<file path="config.mk">
export PLATFORM = sky130hd
export DESIGN_NAME = ltx_ctrl
export DESIGN_NICKNAME = d
export VERILOG_FILES = /design/src/hdl/ltx_pkg.sv /design/src/hdl/ltx_ctrl.sv /design/src/hdl/ltx_fifo.sv
export VERILOG_INCLUDE_DIRS = /design/src /design/src/hdl
export SDC_FILE = /design/constraint.sdc
export NUM_CORES = 1
export LEC_CHECK = 0
export BUFFER_PORTS_ARGS = -buffer_cell sky130_fd_sc_hd__buf_2
export CAP_MARGIN = 20
export CELL_PAD_IN_SITES_DETAIL_PLACEMENT = 1
export CELL_PAD_IN_SITES_GLOBAL_PLACEMENT = 2
export CORE_MARGIN = 2
export CORE_UTILIZATION = 30
export CTS_BUF_LIST = sky130_fd_sc_hd__clkbuf_8 sky130_fd_sc_hd__clkbuf_16
export DETAILED_ROUTE_END_ITERATION = 10
export GPL_TIMING_DRIVEN = 0
export PLACE_DENSITY_LB_ADDON = 0.1
export RECOVER_POWER = 50
export SLEW_MARGIN = 20
export SYNTH_ARGS = -nofsm -noshare
export SYNTH_HDL_FRONTEND = slang
export SYNTH_HIERARCHICAL = 1
export SYNTH_SLANG_ARGS = --single-unit
</file>
<file path="constraint.sdc">
create_clock -name i_clk -period 2.4 [get_ports i_clk]
set_clock_uncertainty 0.1 [all_clocks]
set_input_delay 0.24 -clock i_clk [delete_from_list [all_inputs] [get_ports i_clk]]
set_output_delay 0.24 -clock i_clk [all_outputs]
set_load 0.05 [all_outputs]
</file>
<file path="src/hdl/ltx_cfg.svh">
// widths, field codes, chip mode codes and timing counts for the transceiver control
`ifndef LTX_CFG_SVH
`define LTX_CFG_SVH
`define LTX_NUM          3
`define LTX_CLK_MHZ      50
`define LTX_MODE_OFF     2'h0
`define LTX_MODE_WAKE    2'h1
`define LTX_MODE_RXONLY  2'h2
`define LTX_MODE_NORMAL  2'h3
`define LTX_CHIP_NORMAL  3'h0
`define LTX_CHIP_STOP    3'h1
`define LTX_CHIP_SLEEP   3'h2
`define LTX_CHIP_RESTART 3'h3
`define LTX_CHIP_FAILSAFE 3'h4
`define LTX_EN_DELAY_US  10
`define LTX_WAKE_FILT_US 30
`define LTX_DOM_TO_US    12000
`define LTX_EN_CYC       (`LTX_EN_DELAY_US * `LTX_CLK_MHZ)
`define LTX_WAKE_CYC     (`LTX_WAKE_FILT_US * `LTX_CLK_MHZ)
`define LTX_DOM_TO_CYC   (`LTX_DOM_TO_US * `LTX_CLK_MHZ)
`define LTX_CNT_W        20
`define LTX_EVT_W        3
`define LTX_EVT_KIND_BIT 2
`define LTX_FIFO_DEPTH   16
`endif

</file>
<file path="src/hdl/ltx_pkg.sv">
// types shared by the transceiver control and its bench
package ltx_pkg;
  typedef logic [1:0] ltx_mode_type;
  typedef logic [2:0] ltx_chip_type;
  typedef enum logic [1:0] {
    WK_WAIT_REC,
    WK_REC,
    WK_DOM,
    WK_WOKEN
  } ltx_wake_type;
endpackage : ltx_pkg

</file>
<file path="src/hdl/ltx_ctrl.sv">
// single-wire bus transceiver mode, wake and time-out control for three channels
`timescale 1ns/10ps
`include "ltx_cfg.svh"
module ltx_ctrl
  import ltx_pkg::*;
#(
  parameter int EN_CYC   = `LTX_EN_CYC,
  parameter int WAKE_CYC = `LTX_WAKE_CYC,
  parameter int TO_CYC   = `LTX_DOM_TO_CYC
) (
  input  wire logic       i_clk,                   // 50 MHz internal oscillator
  input  wire logic       i_resetn,                // power-up reset, active low
  input  wire logic [2:0] i_chip_mode,             // current chip mode
  input  wire logic       i_chip_mode_cmd,         // pulse: chip mode commanded
  input  wire logic [2:0] i_mode_wr,               // pulse per transceiver: write mode
  input  wire logic [1:0] i_mode_wdata,            // mode value to write
  input  wire logic       i_tx_timeout_disable,    // disables transmit time-out
  input  wire logic       i_low_slope_select,      // requested slope
  input  wire logic       i_cs_n,                  // chip select pin
  input  wire logic       i_watchdog_on_bus_wake,  // re-enable watchdog on wake
  input  wire logic       i_watchdog_enabled,      // watchdog currently enabled
  input  wire logic       i_supply_uv,             // transceiver supply undervoltage
  input  wire logic [2:0] i_tx_data_in,            // transmit data pins
  input  wire logic [2:0] i_bus_rx,                // received bus level, 1 recessive
  input  wire logic [2:0] i_fault_clr,             // pulse: clear fault flags
  input  wire logic [2:0] i_wake_clr,              // pulse: clear wake status bits
  output logic      [2:0] o_bus_drive_dom,         // 1 drives bus dominant
  output logic      [2:0] o_rx_data_out,           // receive data pins
  output logic      [1:0] o_transceiver_mode_field_1, // mode field 1
  output logic      [1:0] o_transceiver_mode_field_2, // mode field 2
  output logic      [1:0] o_transceiver_mode_field_3, // mode field 3
  output logic      [2:0] o_wake_status_reg_two,   // wake source bits
  output logic      [2:0] o_transceiver_fault,     // fault flags
  output logic      [2:0] o_bus_status_one,        // transmit time-out status
  output logic      [2:0] o_bus_status_two,        // transmit time-out status
  output logic            o_int_n,                 // interrupt, active low
  output logic            o_restart_req,           // pulse: move chip to Restart
  output logic            o_watchdog_reenable,     // pulse: enable watchdog
  output logic            o_low_slope,             // effective slope
  output logic            o_evt_valid,             // event word valid
  output logic      [2:0] o_evt_data,              // {kind, transceiver}
  input  wire logic       i_evt_ready              // event word taken
);
  localparam int NS = 8;
  localparam logic [`LTX_CNT_W-1:0] EN_C = EN_CYC[`LTX_CNT_W-1:0];
  localparam logic [`LTX_CNT_W-1:0] WK_C = WAKE_CYC[`LTX_CNT_W-1:0];
  localparam logic [`LTX_CNT_W-1:0] TO_C = TO_CYC[`LTX_CNT_W-1:0];

  // three-flop synchronisers; a change is taken when flops two and three agree
  logic [NS-1:0] s1_q;
  logic [NS-1:0] s2_q;
  logic [NS-1:0] s3_q;
  logic [NS-1:0] pin_q;
  logic [NS-1:0] pin_raw;

  assign pin_raw = {i_cs_n, i_supply_uv, i_tx_data_in, i_bus_rx};

  always_ff @(posedge i_clk or negedge i_resetn) begin
    if (!i_resetn) begin
      // every stage starts at the idle pin levels so no false edge follows reset
      s1_q  <= 8'hbf;
      s2_q  <= 8'hbf;
      s3_q  <= 8'hbf;
      pin_q <= 8'hbf;
    end else begin
      s1_q <= pin_raw;
      s2_q <= s1_q;
      s3_q <= s2_q;
      for (int k = 0; k < NS; k++)
        if (s2_q[k] == s3_q[k]) pin_q[k] <= s3_q[k];
    end
  end

  logic       cs_n_q;
  logic       uv_q;
  logic [2:0] tx_q;
  logic [2:0] bus_q;
  assign bus_q = pin_q[2:0];
  assign tx_q  = pin_q[5:3];
  assign uv_q  = pin_q[6];
  assign cs_n_q = pin_q[7];

  // chip mode history for entry detection
  logic [2:0] chip_prev_q;
  logic       rearm;
  logic       fs_entry;
  logic       chip_nrm;
  logic       chip_stp;

  always_ff @(posedge i_clk or negedge i_resetn) begin
    if (!i_resetn) chip_prev_q <= `LTX_CHIP_NORMAL;
    else chip_prev_q <= i_chip_mode;
  end

  assign chip_nrm = (i_chip_mode == `LTX_CHIP_NORMAL);
  assign chip_stp = (i_chip_mode == `LTX_CHIP_STOP);
  assign fs_entry = (i_chip_mode == `LTX_CHIP_FAILSAFE) && (chip_prev_q != `LTX_CHIP_FAILSAFE);
  assign rearm = ((i_chip_mode != chip_prev_q) &&
                  (chip_stp || i_chip_mode == `LTX_CHIP_SLEEP || fs_entry)) ||
                 (i_chip_mode_cmd && chip_stp);

  // slope change waits for the end of the serial frame
  logic cs_n_d1_q;
  always_ff @(posedge i_clk or negedge i_resetn) begin
    if (!i_resetn) begin
      cs_n_d1_q   <= 1'b1;
      o_low_slope <= 1'b0;
    end else begin
      cs_n_d1_q <= cs_n_q;
      if (cs_n_q && !cs_n_d1_q && chip_nrm) o_low_slope <= i_low_slope_select;
    end
  end

  logic [1:0] mode_q [3];
  logic [2:0] wake_ev;
  logic [2:0] fault_ev;
  logic [2:0] woken;

  assign o_transceiver_mode_field_1 = mode_q[0];
  assign o_transceiver_mode_field_2 = mode_q[1];
  assign o_transceiver_mode_field_3 = mode_q[2];

  genvar g;
  generate
    for (g = 0; g < `LTX_NUM; g++) begin : g_trx
      logic                  wr_ok;
      logic                  mode_chg;
      logic [`LTX_CNT_W-1:0] en_cnt_q;
      logic                  en_done_q;
      logic                  armed_q;
      logic [`LTX_CNT_W-1:0] txl_cnt_q;
      logic                  tx_to_q;
      logic [`LTX_CNT_W-1:0] busl_cnt_q;
      logic [`LTX_CNT_W-1:0] dom_cnt_q;
      ltx_wake_type          wk_q;
      logic                  rx_act;

      always_comb begin
        case (i_mode_wdata)
          `LTX_MODE_NORMAL: wr_ok = chip_nrm;
          `LTX_MODE_RXONLY: wr_ok = chip_nrm || chip_stp;
          `LTX_MODE_WAKE:   wr_ok = (i_chip_mode <= `LTX_CHIP_RESTART);
          default:          wr_ok = 1'b1;
        endcase
      end

      assign mode_chg = i_mode_wr[g] && wr_ok;

      // mode field is only changed by writes or fail-safe entry, never by undervoltage
      always_ff @(posedge i_clk or negedge i_resetn) begin
        if (!i_resetn) mode_q[g] <= `LTX_MODE_OFF;
        else if (fs_entry) mode_q[g] <= `LTX_MODE_WAKE;
        else if (mode_chg) mode_q[g] <= i_mode_wdata;
      end

      // enabling delay, then a recessive input must be seen before a dominant is sent
      always_ff @(posedge i_clk or negedge i_resetn) begin
        if (!i_resetn) begin
          en_cnt_q  <= '0;
          en_done_q <= 1'b0;
          armed_q   <= 1'b0;
        end else if (mode_q[g] != `LTX_MODE_NORMAL || mode_chg) begin
          en_cnt_q  <= '0;
          en_done_q <= 1'b0;
          armed_q   <= 1'b0;
        end else if (!en_done_q) begin
          en_cnt_q <= en_cnt_q + 1'b1;
          if (en_cnt_q >= EN_C - 1'b1) en_done_q <= 1'b1;
        end else if (tx_q[g]) begin
          armed_q <= 1'b1;
        end
      end

      // transmit dominant time-out; stage comes back once the input is recessive
      always_ff @(posedge i_clk or negedge i_resetn) begin
        if (!i_resetn) begin
          txl_cnt_q <= '0;
          tx_to_q   <= 1'b0;
        end else if (tx_q[g] || i_tx_timeout_disable) begin
          txl_cnt_q <= '0;
          tx_to_q   <= 1'b0;
        end else if (txl_cnt_q < TO_C) begin
          txl_cnt_q <= txl_cnt_q + 1'b1;
        end else begin
          tx_to_q <= 1'b1;
        end
      end

      assign rx_act = (mode_q[g] == `LTX_MODE_NORMAL) || (mode_q[g] == `LTX_MODE_RXONLY);

      // bus clamping watch, only while reception is active
      always_ff @(posedge i_clk or negedge i_resetn) begin
        if (!i_resetn) busl_cnt_q <= '0;
        else if (bus_q[g] || !rx_act) busl_cnt_q <= '0;
        else if (busl_cnt_q <= TO_C) busl_cnt_q <= busl_cnt_q + 1'b1;
      end

      assign fault_ev[g] = (!tx_to_q && !tx_q[g] && !i_tx_timeout_disable && txl_cnt_q == TO_C)
                        || (rx_act && !bus_q[g] && busl_cnt_q == TO_C);

      // wake detector: needs recessive, then long dominant, then release
      always_ff @(posedge i_clk or negedge i_resetn) begin
        if (!i_resetn) begin
          wk_q      <= WK_WAIT_REC;
          dom_cnt_q <= '0;
        end else if (mode_q[g] != `LTX_MODE_WAKE || mode_chg || rearm) begin
          wk_q      <= WK_WAIT_REC;
          dom_cnt_q <= '0;
        end else begin
          case (wk_q)
            WK_WAIT_REC: if (bus_q[g]) wk_q <= WK_REC;
            WK_REC: begin
              dom_cnt_q <= '0;
              if (!bus_q[g]) wk_q <= WK_DOM;
            end
            WK_DOM: begin
              if (dom_cnt_q <= WK_C) dom_cnt_q <= dom_cnt_q + 1'b1;
              if (bus_q[g]) wk_q <= (dom_cnt_q > WK_C) ? WK_WOKEN : WK_REC;
            end
            WK_WOKEN: wk_q <= WK_WOKEN;
            default: wk_q <= WK_WAIT_REC;
          endcase
        end
      end

      assign woken[g]   = (wk_q == WK_WOKEN);
      assign wake_ev[g] = (wk_q == WK_DOM) && bus_q[g] && (dom_cnt_q > WK_C) &&
                          (mode_q[g] == `LTX_MODE_WAKE) && !mode_chg && !rearm;

      // undervoltage and time-out only gate the driver
      always_ff @(posedge i_clk or negedge i_resetn) begin
        if (!i_resetn) o_bus_drive_dom[g] <= 1'b0;
        else o_bus_drive_dom[g] <= (mode_q[g] == `LTX_MODE_NORMAL) && en_done_q &&
                                   armed_q && !tx_q[g] && !tx_to_q && !uv_q;
      end

      always_ff @(posedge i_clk or negedge i_resetn) begin
        if (!i_resetn) o_rx_data_out[g] <= 1'b1;
        else if (woken[g] || wake_ev[g]) o_rx_data_out[g] <= 1'b0;
        else if (rx_act) o_rx_data_out[g] <= bus_q[g];
        else o_rx_data_out[g] <= 1'b1;
      end

      // status flags: a new event wins over a clear in the same cycle
      always_ff @(posedge i_clk or negedge i_resetn) begin
        if (!i_resetn) begin
          o_transceiver_fault[g] <= 1'b0;
          o_bus_status_one[g]    <= 1'b0;
          o_bus_status_two[g]    <= 1'b0;
        end else begin
          if (fault_ev[g]) o_transceiver_fault[g] <= 1'b1;
          else if (i_fault_clr[g]) o_transceiver_fault[g] <= 1'b0;
          if (tx_to_q == 1'b0 && !tx_q[g] && !i_tx_timeout_disable && txl_cnt_q == TO_C) begin
            o_bus_status_one[g] <= 1'b1;
            o_bus_status_two[g] <= 1'b1;
          end else if (i_fault_clr[g]) begin
            o_bus_status_one[g] <= 1'b0;
            o_bus_status_two[g] <= 1'b0;
          end
        end
      end

      always_ff @(posedge i_clk or negedge i_resetn) begin
        if (!i_resetn) o_wake_status_reg_two[g] <= 1'b0;
        else if (wake_ev[g]) o_wake_status_reg_two[g] <= 1'b1;
        else if (i_wake_clr[g]) o_wake_status_reg_two[g] <= 1'b0;
      end
    end
  endgenerate

  // chip-level reaction to a wake
  logic any_wake;
  logic int_pend_q;
  assign any_wake = |wake_ev;

  always_ff @(posedge i_clk or negedge i_resetn) begin
    if (!i_resetn) begin
      int_pend_q          <= 1'b0;
      o_int_n             <= 1'b1;
      o_restart_req       <= 1'b0;
      o_watchdog_reenable <= 1'b0;
    end else begin
      if (any_wake && (chip_nrm || chip_stp)) int_pend_q <= 1'b1;
      else if (|i_wake_clr) int_pend_q <= 1'b0;
      o_int_n       <= !(int_pend_q || (any_wake && (chip_nrm || chip_stp)));
      o_restart_req <= any_wake && !chip_nrm && !chip_stp;
      o_watchdog_reenable <= any_wake && chip_stp && !i_watchdog_enabled &&
                             i_watchdog_on_bus_wake;
    end
  end

  // event records wait in pending flags until the buffer has room
  logic [5:0]            pend_q;
  logic [5:0]            pend_set;
  logic                  fifo_rdy;
  logic                  push;
  logic [`LTX_EVT_W-1:0] push_data;
  logic [5:0]            pick;

  assign pend_set = {fault_ev, wake_ev};

  always_comb begin
    pick      = '0;
    push_data = '0;
    push      = 1'b0;
    for (int k = 5; k >= 0; k--) begin
      if (pend_q[k]) begin
        pick      = 6'h01 << k;
        push_data = {k[`LTX_EVT_KIND_BIT] | (k >= 3), 2'((k >= 3) ? k - 3 : k)};
        push      = 1'b1;
      end
    end
  end

  always_ff @(posedge i_clk or negedge i_resetn) begin
    if (!i_resetn) pend_q <= '0;
    else pend_q <= (pend_q & ~(fifo_rdy ? pick : 6'h00)) | pend_set;
  end

  ltx_fifo #(
    .WIDTH (`LTX_EVT_W),
    .DEPTH (`LTX_FIFO_DEPTH)
  ) u_evt_fifo (
    .i_clk    (i_clk),
    .i_resetn (i_resetn),
    .i_valid  (push),
    .i_data   (push_data),
    .o_ready  (fifo_rdy),
    .o_valid  (o_evt_valid),
    .o_data   (o_evt_data),
    .i_ready  (i_evt_ready)
  );
endmodule : ltx_ctrl

</file>
<file path="src/hdl/ltx_fifo.sv">
// event buffer with registered head, valid/ready on both sides
`timescale 1ns/10ps
module ltx_fifo #(
  parameter int WIDTH = 3,
  parameter int DEPTH = 16
) (
  input  wire logic             i_clk,     // system clock
  input  wire logic             i_resetn,  // async reset, active low
  input  wire logic             i_valid,   // write request
  input  wire logic [WIDTH-1:0] i_data,    // write data
  output logic                  o_ready,   // space available
  output logic                  o_valid,   // head valid
  output logic      [WIDTH-1:0] o_data,    // head word
  input  wire logic             i_ready    // reader takes head
);
  localparam int AW = $clog2(DEPTH);
  logic [WIDTH-1:0] mem_q [DEPTH];
  logic [AW-1:0]    wr_q;
  logic [AW-1:0]    rd_q;
  logic [AW:0]      cnt_q;
  logic [AW:0]      cnt_d;
  logic             push;
  logic             pop;

  assign push  = i_valid && o_ready;
  assign pop   = o_valid && i_ready;
  assign cnt_d = cnt_q + {{AW{1'b0}}, push} - {{AW{1'b0}}, pop};

  always_ff @(posedge i_clk or negedge i_resetn) begin
    if (!i_resetn) begin
      wr_q    <= '0;
      rd_q    <= '0;
      cnt_q   <= '0;
      o_valid <= 1'b0;
      o_ready <= 1'b1;
    end else begin
      if (push) wr_q <= wr_q + 1'b1;
      if (pop) rd_q <= rd_q + 1'b1;
      cnt_q   <= cnt_d;
      o_valid <= (cnt_d != '0);
      o_ready <= (cnt_d != DEPTH[AW:0]);
    end
  end

  always_ff @(posedge i_clk) begin
    if (push) mem_q[wr_q] <= i_data;
  end

  // head is kept in its own flop so the reader sees a registered word
  always_ff @(posedge i_clk or negedge i_resetn) begin
    if (!i_resetn) begin
      o_data <= '0;
    end else if (!o_valid || pop) begin
      if (cnt_q == {{AW{1'b0}}, pop})
        o_data <= i_data;
      else if (pop)
        o_data <= mem_q[rd_q + 1'b1];
      else
        o_data <= mem_q[rd_q];
    end
  end
endmodule : ltx_fifo

</file>
# Word level (Yosys, flattened, before mapping)
# Memories as Yosys holds them, arrays and structs flattened.
# Cells that the tools add are included.
dict set report classes {
  bitwise 6
  add_sub_neg 16
  magnitude_cmp 16
  reduce_logical 168
  mux 122
  n_eq_ne 66
}
# operator n
set op_table {}
lappend op_table {{20-bit two-way mux} 24}
lappend op_table {{20-bit by 1-bit adder with 20-bit output (second input constant)} 12}
lappend op_table {{20-bit equality test (second input constant)} 6}
lappend op_table {{20-bit one-hot mux with 2 select lines} 3}
lappend op_table {{1-bit logical AND} 70}
lappend op_table {{20-bit by 9-bit greater-or-equal comparator with 1-bit output (second input constant)} 3}
lappend op_table {{20-bit by 11-bit > comparator with 1-bit output (second input constant)} 3}
lappend op_table {{20-bit by 11-bit less-or-equal comparator with 1-bit output (second input constant)} 3}
lappend op_table {{20-bit less-or-equal comparator (second input constant)} 3}
lappend op_table {{20-bit < comparator (second input constant)} 3}
lappend op_table {{1-bit two-way mux} 55}
lappend op_table {{2-bit nonzero test} 25}
lappend op_table {{2-bit two-way mux} 21}
lappend op_table {{6-bit two-way mux} 7}
lappend op_table {{3-bit inequality test (second input constant)} 13}
lappend op_table {{1-bit logical OR} 30}
lappend op_table {{2-bit equality test (second input constant)} 14}
lappend op_table {{1-bit zero test} 24}
lappend op_table {{3-bit two-way mux} 8}
lappend op_table {{2-bit one-hot mux with 4 select lines} 3}
lappend op_table {{2-bit by 1-bit equality test with 1-bit output (second input constant)} 7}
lappend op_table {{2-bit by 1-bit inequality test with 1-bit output (second input constant)} 6}
lappend op_table {{2-bit inequality test (second input constant)} 6}
lappend op_table {{2-bit AND reduction} 6}
lappend op_table {{22 further kinds} 39}
dict set report totals {
  input_bits 30
  out_inout_bits 32
  mem_count 1
  ram_bits 48
  ff_bits 341
  wordCells 462
}
# memory words width rd rd_ports_with_merged_regs wr line
set memory_table {}
lappend memory_table {u_evt_fifo.mem_q 16 3 2 0 1 ltx_fifo.sv:17} ;# logic [WIDTH-1:0] mem_q [DEPTH];

# Depth between registers and ports, before layout
dict set report logic_depth {
  word_depth 11
  ltp_mapped 12
  depth_no_buf 12
}

# Cells and area by module
# Netlist, hierarchy kept.
# module n_inst area_per_inst_um2 cells_per_inst seq_area_each_um2
set modules_own_cells {}
lappend modules_own_cells {ltx_ctrl 1 15573.7 1576 8124.0}
lappend modules_own_cells {ltx_fifo 1 3363.2 233 1893.1}

# Worst setup path before layout
# OpenSTA, ideal clock, no wires.
dict set report synth_timing {
  path_kind {register -> register}
  startpoint {reg u_evt_fifo.o_valid}
  endpoint {reg u_evt_fifo.o_valid}
  slack_ns -0.189
  setup_time_ns 0.131
  stages_incl_launch_ff 11
  arrival_time_ns 2.358
  required_time_ns 2.169
  synth_period_minus_slack_ns 2.589
  n_path_buf 0
  path_cell_list {dfrtp_1 nand2_1 inv_2 ha_1 inv_2 ha_1 inv_1 fa_1 inv_2 nor4_1 nand2b_1}
}
dict set report synth_via {
  elab_chain_cells 3
}
# item line
set synth_lines {}
lappend synth_lines {{from (decl)} ltx_fifo.sv:12} ;# output logic o_valid,
lappend synth_lines {{from (signal assigned)} ltx_fifo.sv:40} ;# o_valid <= (cnt_d != '0);
lappend synth_lines {{1-bit logical AND} ltx_fifo.sv:26} ;# assign pop = o_valid && i_ready;
lappend synth_lines {{net u_evt_fifo.pop} ltx_fifo.sv:23} ;# logic pop;
lappend synth_lines {{5-bit by 1-bit subtractor with 5-bit output} ltx_fifo.sv:27} ;# assign cnt_d = cnt_q + {{AW{1'b0}}, push} - {{AW{1'b0}}, pop};
lappend synth_lines {{net u_evt_fifo.cnt_d[1]} ltx_fifo.sv:21} ;# logic [AW:0] cnt_d;
lappend synth_lines {{5-bit nonzero test} ltx_fifo.sv:40}
# The timed path passes the listed nets, and every way through them passes these cells.
# A chain may end at the register's enable or synchronous reset.

# Worst setup path in the final report
dict set report layout_timing {
  startpoint {reg chip_prev_q[1]}
  endpoint {reg o_int_n}
}
dict set report layout_via {
  elab_chain_cells 11
  word_cells_on_any_way 14
  classes_between {2 x eq/ne; 12 x reduce/logical}
}
# item line
set layout_lines {}
lappend layout_lines {{from (decl)} ltx_ctrl.sv:84} ;# logic [2:0] chip_prev_q;
lappend layout_lines {{from (signal assigned)} ltx_ctrl.sv:91} ;# if (!i_resetn) chip_prev_q <= `LTX_CHIP_NORMAL;
lappend layout_lines {{from (signal assigned)} ltx_ctrl.sv:92} ;# else chip_prev_q <= i_chip_mode;
lappend layout_lines {{3-bit inequality test (no source line)} n/a}
lappend layout_lines {{1-bit logical AND} ltx_ctrl.sv:97} ;# assign fs_entry = (i_chip_mode == `LTX_CHIP_FAILSAFE) && (chip_prev_q != `LTX_CHIP_FAILSAFE);
lappend layout_lines {{1-bit logical OR} ltx_ctrl.sv:99} ;# (chip_stp || i_chip_mode == `LTX_CHIP_SLEEP || fs_entry)) ||
lappend layout_lines {{1-bit logical AND *} ltx_ctrl.sv:98} ;# assign rearm = ((i_chip_mode != chip_prev_q) &&
lappend layout_lines {{1-bit logical OR *} ltx_ctrl.sv:98}
lappend layout_lines {{1-bit zero test *} ltx_ctrl.sv:228} ;# (mode_q[g] == `LTX_MODE_WAKE) && !mode_chg && !rearm;
lappend layout_lines {{1-bit logical AND} ltx_ctrl.sv:227} ;# assign wake_ev[g] = (wk_q == WK_DOM) && bus_q[g] && (dom_cnt_q > WK_C) &&
lappend layout_lines {{3-bit OR reduction *} ltx_ctrl.sv:274} ;# assign any_wake = |wake_ev;
lappend layout_lines {{1-bit logical AND *} ltx_ctrl.sv:285} ;# o_int_n <= !(int_pend_q || (any_wake && (chip_nrm || chip_stp)));
lappend layout_lines {{1-bit logical OR *} ltx_ctrl.sv:285}
lappend layout_lines {{1-bit zero test *} ltx_ctrl.sv:285}
lappend layout_lines {{to (signal assigned)} ltx_ctrl.sv:285}
lappend layout_lines {{to (decl)} ltx_ctrl.sv:36} ;# output logic o_int_n,
# Mark *: on every way between the ends. The rest lies on a longest branch, timed or not.

==> summary.txt <==
Run status
  – Status: complete, but fails checks
  – Failing checks: setup timing

Clock tree
  – Clk_lat worst skew: 0.59 ns
  – TritonCTS clock tree: done
  – H-tree depth: 2
  – Cts bufs inserted: 49
  – Clk buf depth: 3
  – CTS root buf: clkbuf_16
  – CTS clock-pin slew for the worst setup and hold paths: 0.06 ns
  – Num Clock Sinks: 389

STA
  – Slew Limit Fails: 0
  – Slew @ Worst Pin: 1.25 ns
  – RSZ-0062 raised after global routing: yes
  – Final setup vio count: 2
  – Final worst slack: -0.102 ns
  – Slew HR: 16.9%
  – Fmax: 400 MHz
  – Fin crit period: 2.50 ns
  – Final Hold Vio Count: 0
  – Final period util: 104%

Route
  – DRT iter0 DRCs: 556
  – Routed WL: 49500 um
  – Via count: 14100
  – First-pass DRT Iterations: 4
  – Wirelength per Cell: 17.2 um
  – Post-route antenna net violation count: 0
  – DRC violations left: 0
  – Vias/cell: 4.89

Yosys
  – Synth Area in XOR/XNOR: 7.73%
  – Seq/Total Area, Yosys: 52.9%
  – Post-Synth Simple-Gate Area: 21.4%
  – Netlist cell types: 89
  – Largest family of logic cells by synthesized area: simple AND/OR/NAND/NOR gates
  – Post-synthesis mux area share: 3.74%
  – Yosys reg bits: 389
  – Ys flop type: dfrtp_1
  – Ranking of synthesized cells by area: dfrtp_1 41%, edfxtp_1 7.6%, nor2_1 4.9%
  – Synth top area share: 40.6%
  – Top cells by count, synth: 307 x dfrtp_1, 246 x nor2_1, 111 x nand2_1
  – Area leader, netlist: dfrtp_1
  – Yosys warns: 6
  – Post-synthesis cell count: 1809
  – Post-synth EDFFs: 48
  – Compound-Gate Fraction of Synth Area: 8.75%
  – Cell Area, Synth: 18900 um2
  – Top-count cell post-synth: dfrtp_1
  – Syn_nets: 1872
  – Avg Cell Area, Syn: 10.5 um2
  – Adder-cell area share of the yosys netlist: 2.64%
  – Asr flop ratio synth: 87.7%

Floorplan
  – Core area: 62700 um2
  – Die height: 255 um
  – Cell row count: 92
  – Die area: 65100 um2
  – DIE WIDTH: 255 um
  – Ports: 62
  – Initial core utilization: 30.2%

Global routing
  – Number of global-route vias before repair: 14900
  – Gr ovfl total: 0
  – First-pass GRT wire length: 81900 um
  – Initial antenna violation count: 1
  – Pin count of the biggest net entering global routing: 93
  – GRT Util Overall: 15.6%

Worst hold path
  – Worst min-delay path class: primary input to register

Place
  – Placed insts: 2720
  – Final GP Congestion: 0.736
  – Pre-CTS worst setup slack: -0.662 ns
  – Port Buffer Count: 61
  – Dpl hpwl: 33600 um

Cells and area
  – Filler instances: 6972
  – Layout cell share with drive strength beyond 1: 15.5%
  – N_diodes: 0
  – Area Growth Syn to Fin: 22.3%
  – Final nets: 2058
  – Cell Count, Final, Fillers Out: 2881

Worst setup path
  – Critical-path maximum fanout: 6
  – Kind of critical path: register to register
  – Critical Path Sink Type: register
  – CP Launch Type: register
  – Worst Path Required: 2.82 ns
  – Crit path DAT: 2.92 ns

Job
  – Max cap viols: 0

Pwr
  – Worst VDD drop: 0.466 mV
  – Pwr dens: 779 nW/um2
  – Power, Total: 18000 uW
  – Leakage power: 0.00936 uW
## final timing paths
path | slack [ns] | end | startpoint | depth (start not counted)
hold / removal | 0.04 | o_transceiver_mode_field_3[0] | i_mode_wr[2] | 3
max in group asynchronous | 0.22 | s1_q[5] | i_resetn | 4
setup reg to reg | -0.10 | o_int_n | chip_prev_q[1] | 7
setup / recovery | -0.10 | o_int_n | chip_prev_q[1] | 7
min in group asynchronous | 0.38 | g_trx[1].busl_cnt_q[15] | i_resetn | 2
hold reg to reg | 0.26 | s2_q[4] | s1_q[4] | 0
## flip-flops by register name (all words and copies together), names as in the netlist, 4 cells and up
name / count
g_trx.busl_cnt_q: 60
g_trx.dom_cnt_q: 60
g_trx.en_cnt_q: 60
g_trx.txl_cnt_q: 60
g_trx.wk_q: 6
pend_q: 6
pin_q: 8
s1_q: 8
s2_q: 8
s3_q: 8
u_evt_fifo/cnt_q: 5
u_evt_fifo/mem_q: 48
u_evt_fifo/rd_q: 4
u_evt_fifo/wr_q: 4
## where the power goes
| part | internal, uW | switching [uW] |
|---|---|---|
| combinational | 1300 | 1920 |
| clock | 4610 | 2990 |
| sequential | 6950 | 270 |
| total | 12900 | 5180 |
## per-stage QoR
step	TNS, ns	hold slack [ns]	util [%]	cell area (um2)
4_1_cts	-0.209	0.00798	36.3	22800
6_report	-0.161	0.0355	36.9	23200
2_1_floorplan	0	-0.156	-	18900
3_5_place_dp	-36.30	0.208	32.6	20400
5_1_grt	-12.32	0.0343	36.9	23200
3_3_place_gp	-2059.34	0.245	32.4	20300
## critical path: stages (launching register included)
cell and delay (ns):
dfrtp_1 0.38, or3b_4 0.42, a21oi_4 0.22, o31ai_4 0.15
buf_6 0.16, or4_4 0.56, and3_4 0.21, o31a_1 0.23
## placed cells by master (no fill, tap or decap), types with 11 or more instances in the layout
master         synthesis  layout
a21oi_1               50      46
and2_1                40      32
and3_1                38      38
and4_1                11      11
buf_2                  7      30
buf_4                  7      46
clkbuf_1              33      63
clkbuf_16              0      51
dfrtp_1              307     296
dfrtp_2                0      11
dfstp_2               34      25
dlygate4sd3_1          0      26
edfxtp_1              48      48
ha_1                  32      29
inv_1                 70      79
mux2i_1               40      40
nand2_1              111     108
nand2b_1              18      17
nand3_1               87      87
nand4_1               48      48
nor2_1               246     237
nor3_1                57      45
nor4_1                23      21
o21a_1                13      13
o21ai_0               66      64
o22ai_1               17      17
or3_1                 23      23
xnor2_1               78      78
xor2_1                86      86
## routing by layer
metal / global-route usage (%) / routed length, um / vias to the layer above
met5: 0 / 0 / -
met4: 3.81 / 1000 / 0
met3: 2.59 / 1570 / 65
met2: 25.3 / 22900 / 117
met1: 21.8 / 24000 / 7103
li1: - / - / 6790
## cells by family (layout without fill, tap and decap cells)
kind of cell / count (synthesis) / in the layout
compound gates: 247 / 247
xor+xnor: 165 / 165
fa+ha+maj: 41 / 41
buf+inv: 126 / 352
flops: 389 / 389
mux: 52 / 52
simple gates: 789 / 789
## what timing repair did
item | CTS | global route
cloned | 0 | 1
gates resized for setup | 49 | 83
endpoints found under the hold margin | 118 | 0
hold buffers | 26 | 0
pin swaps | 14 | 22
setup endpoints to repair | 118 | 116
setup buffers | 24 | 20
## final cells by class
type / count / area, um2 / share of cell area, %
buffer: 51 / 300 / 1.30
clock buffer: 58 / 1370 / 5.93
timing repair buffer: 136 / 980 / 4.23
sequential: 389 / 10000 / 43.3
inverter: 74 / 280 / 1.21
clock inverter: 33 / 303 / 1.31
multi-input combinational: 1294 / 8830 / 38.1
tap: 846 / 1060 / 4.57
(Power assumes the default switching activity.)
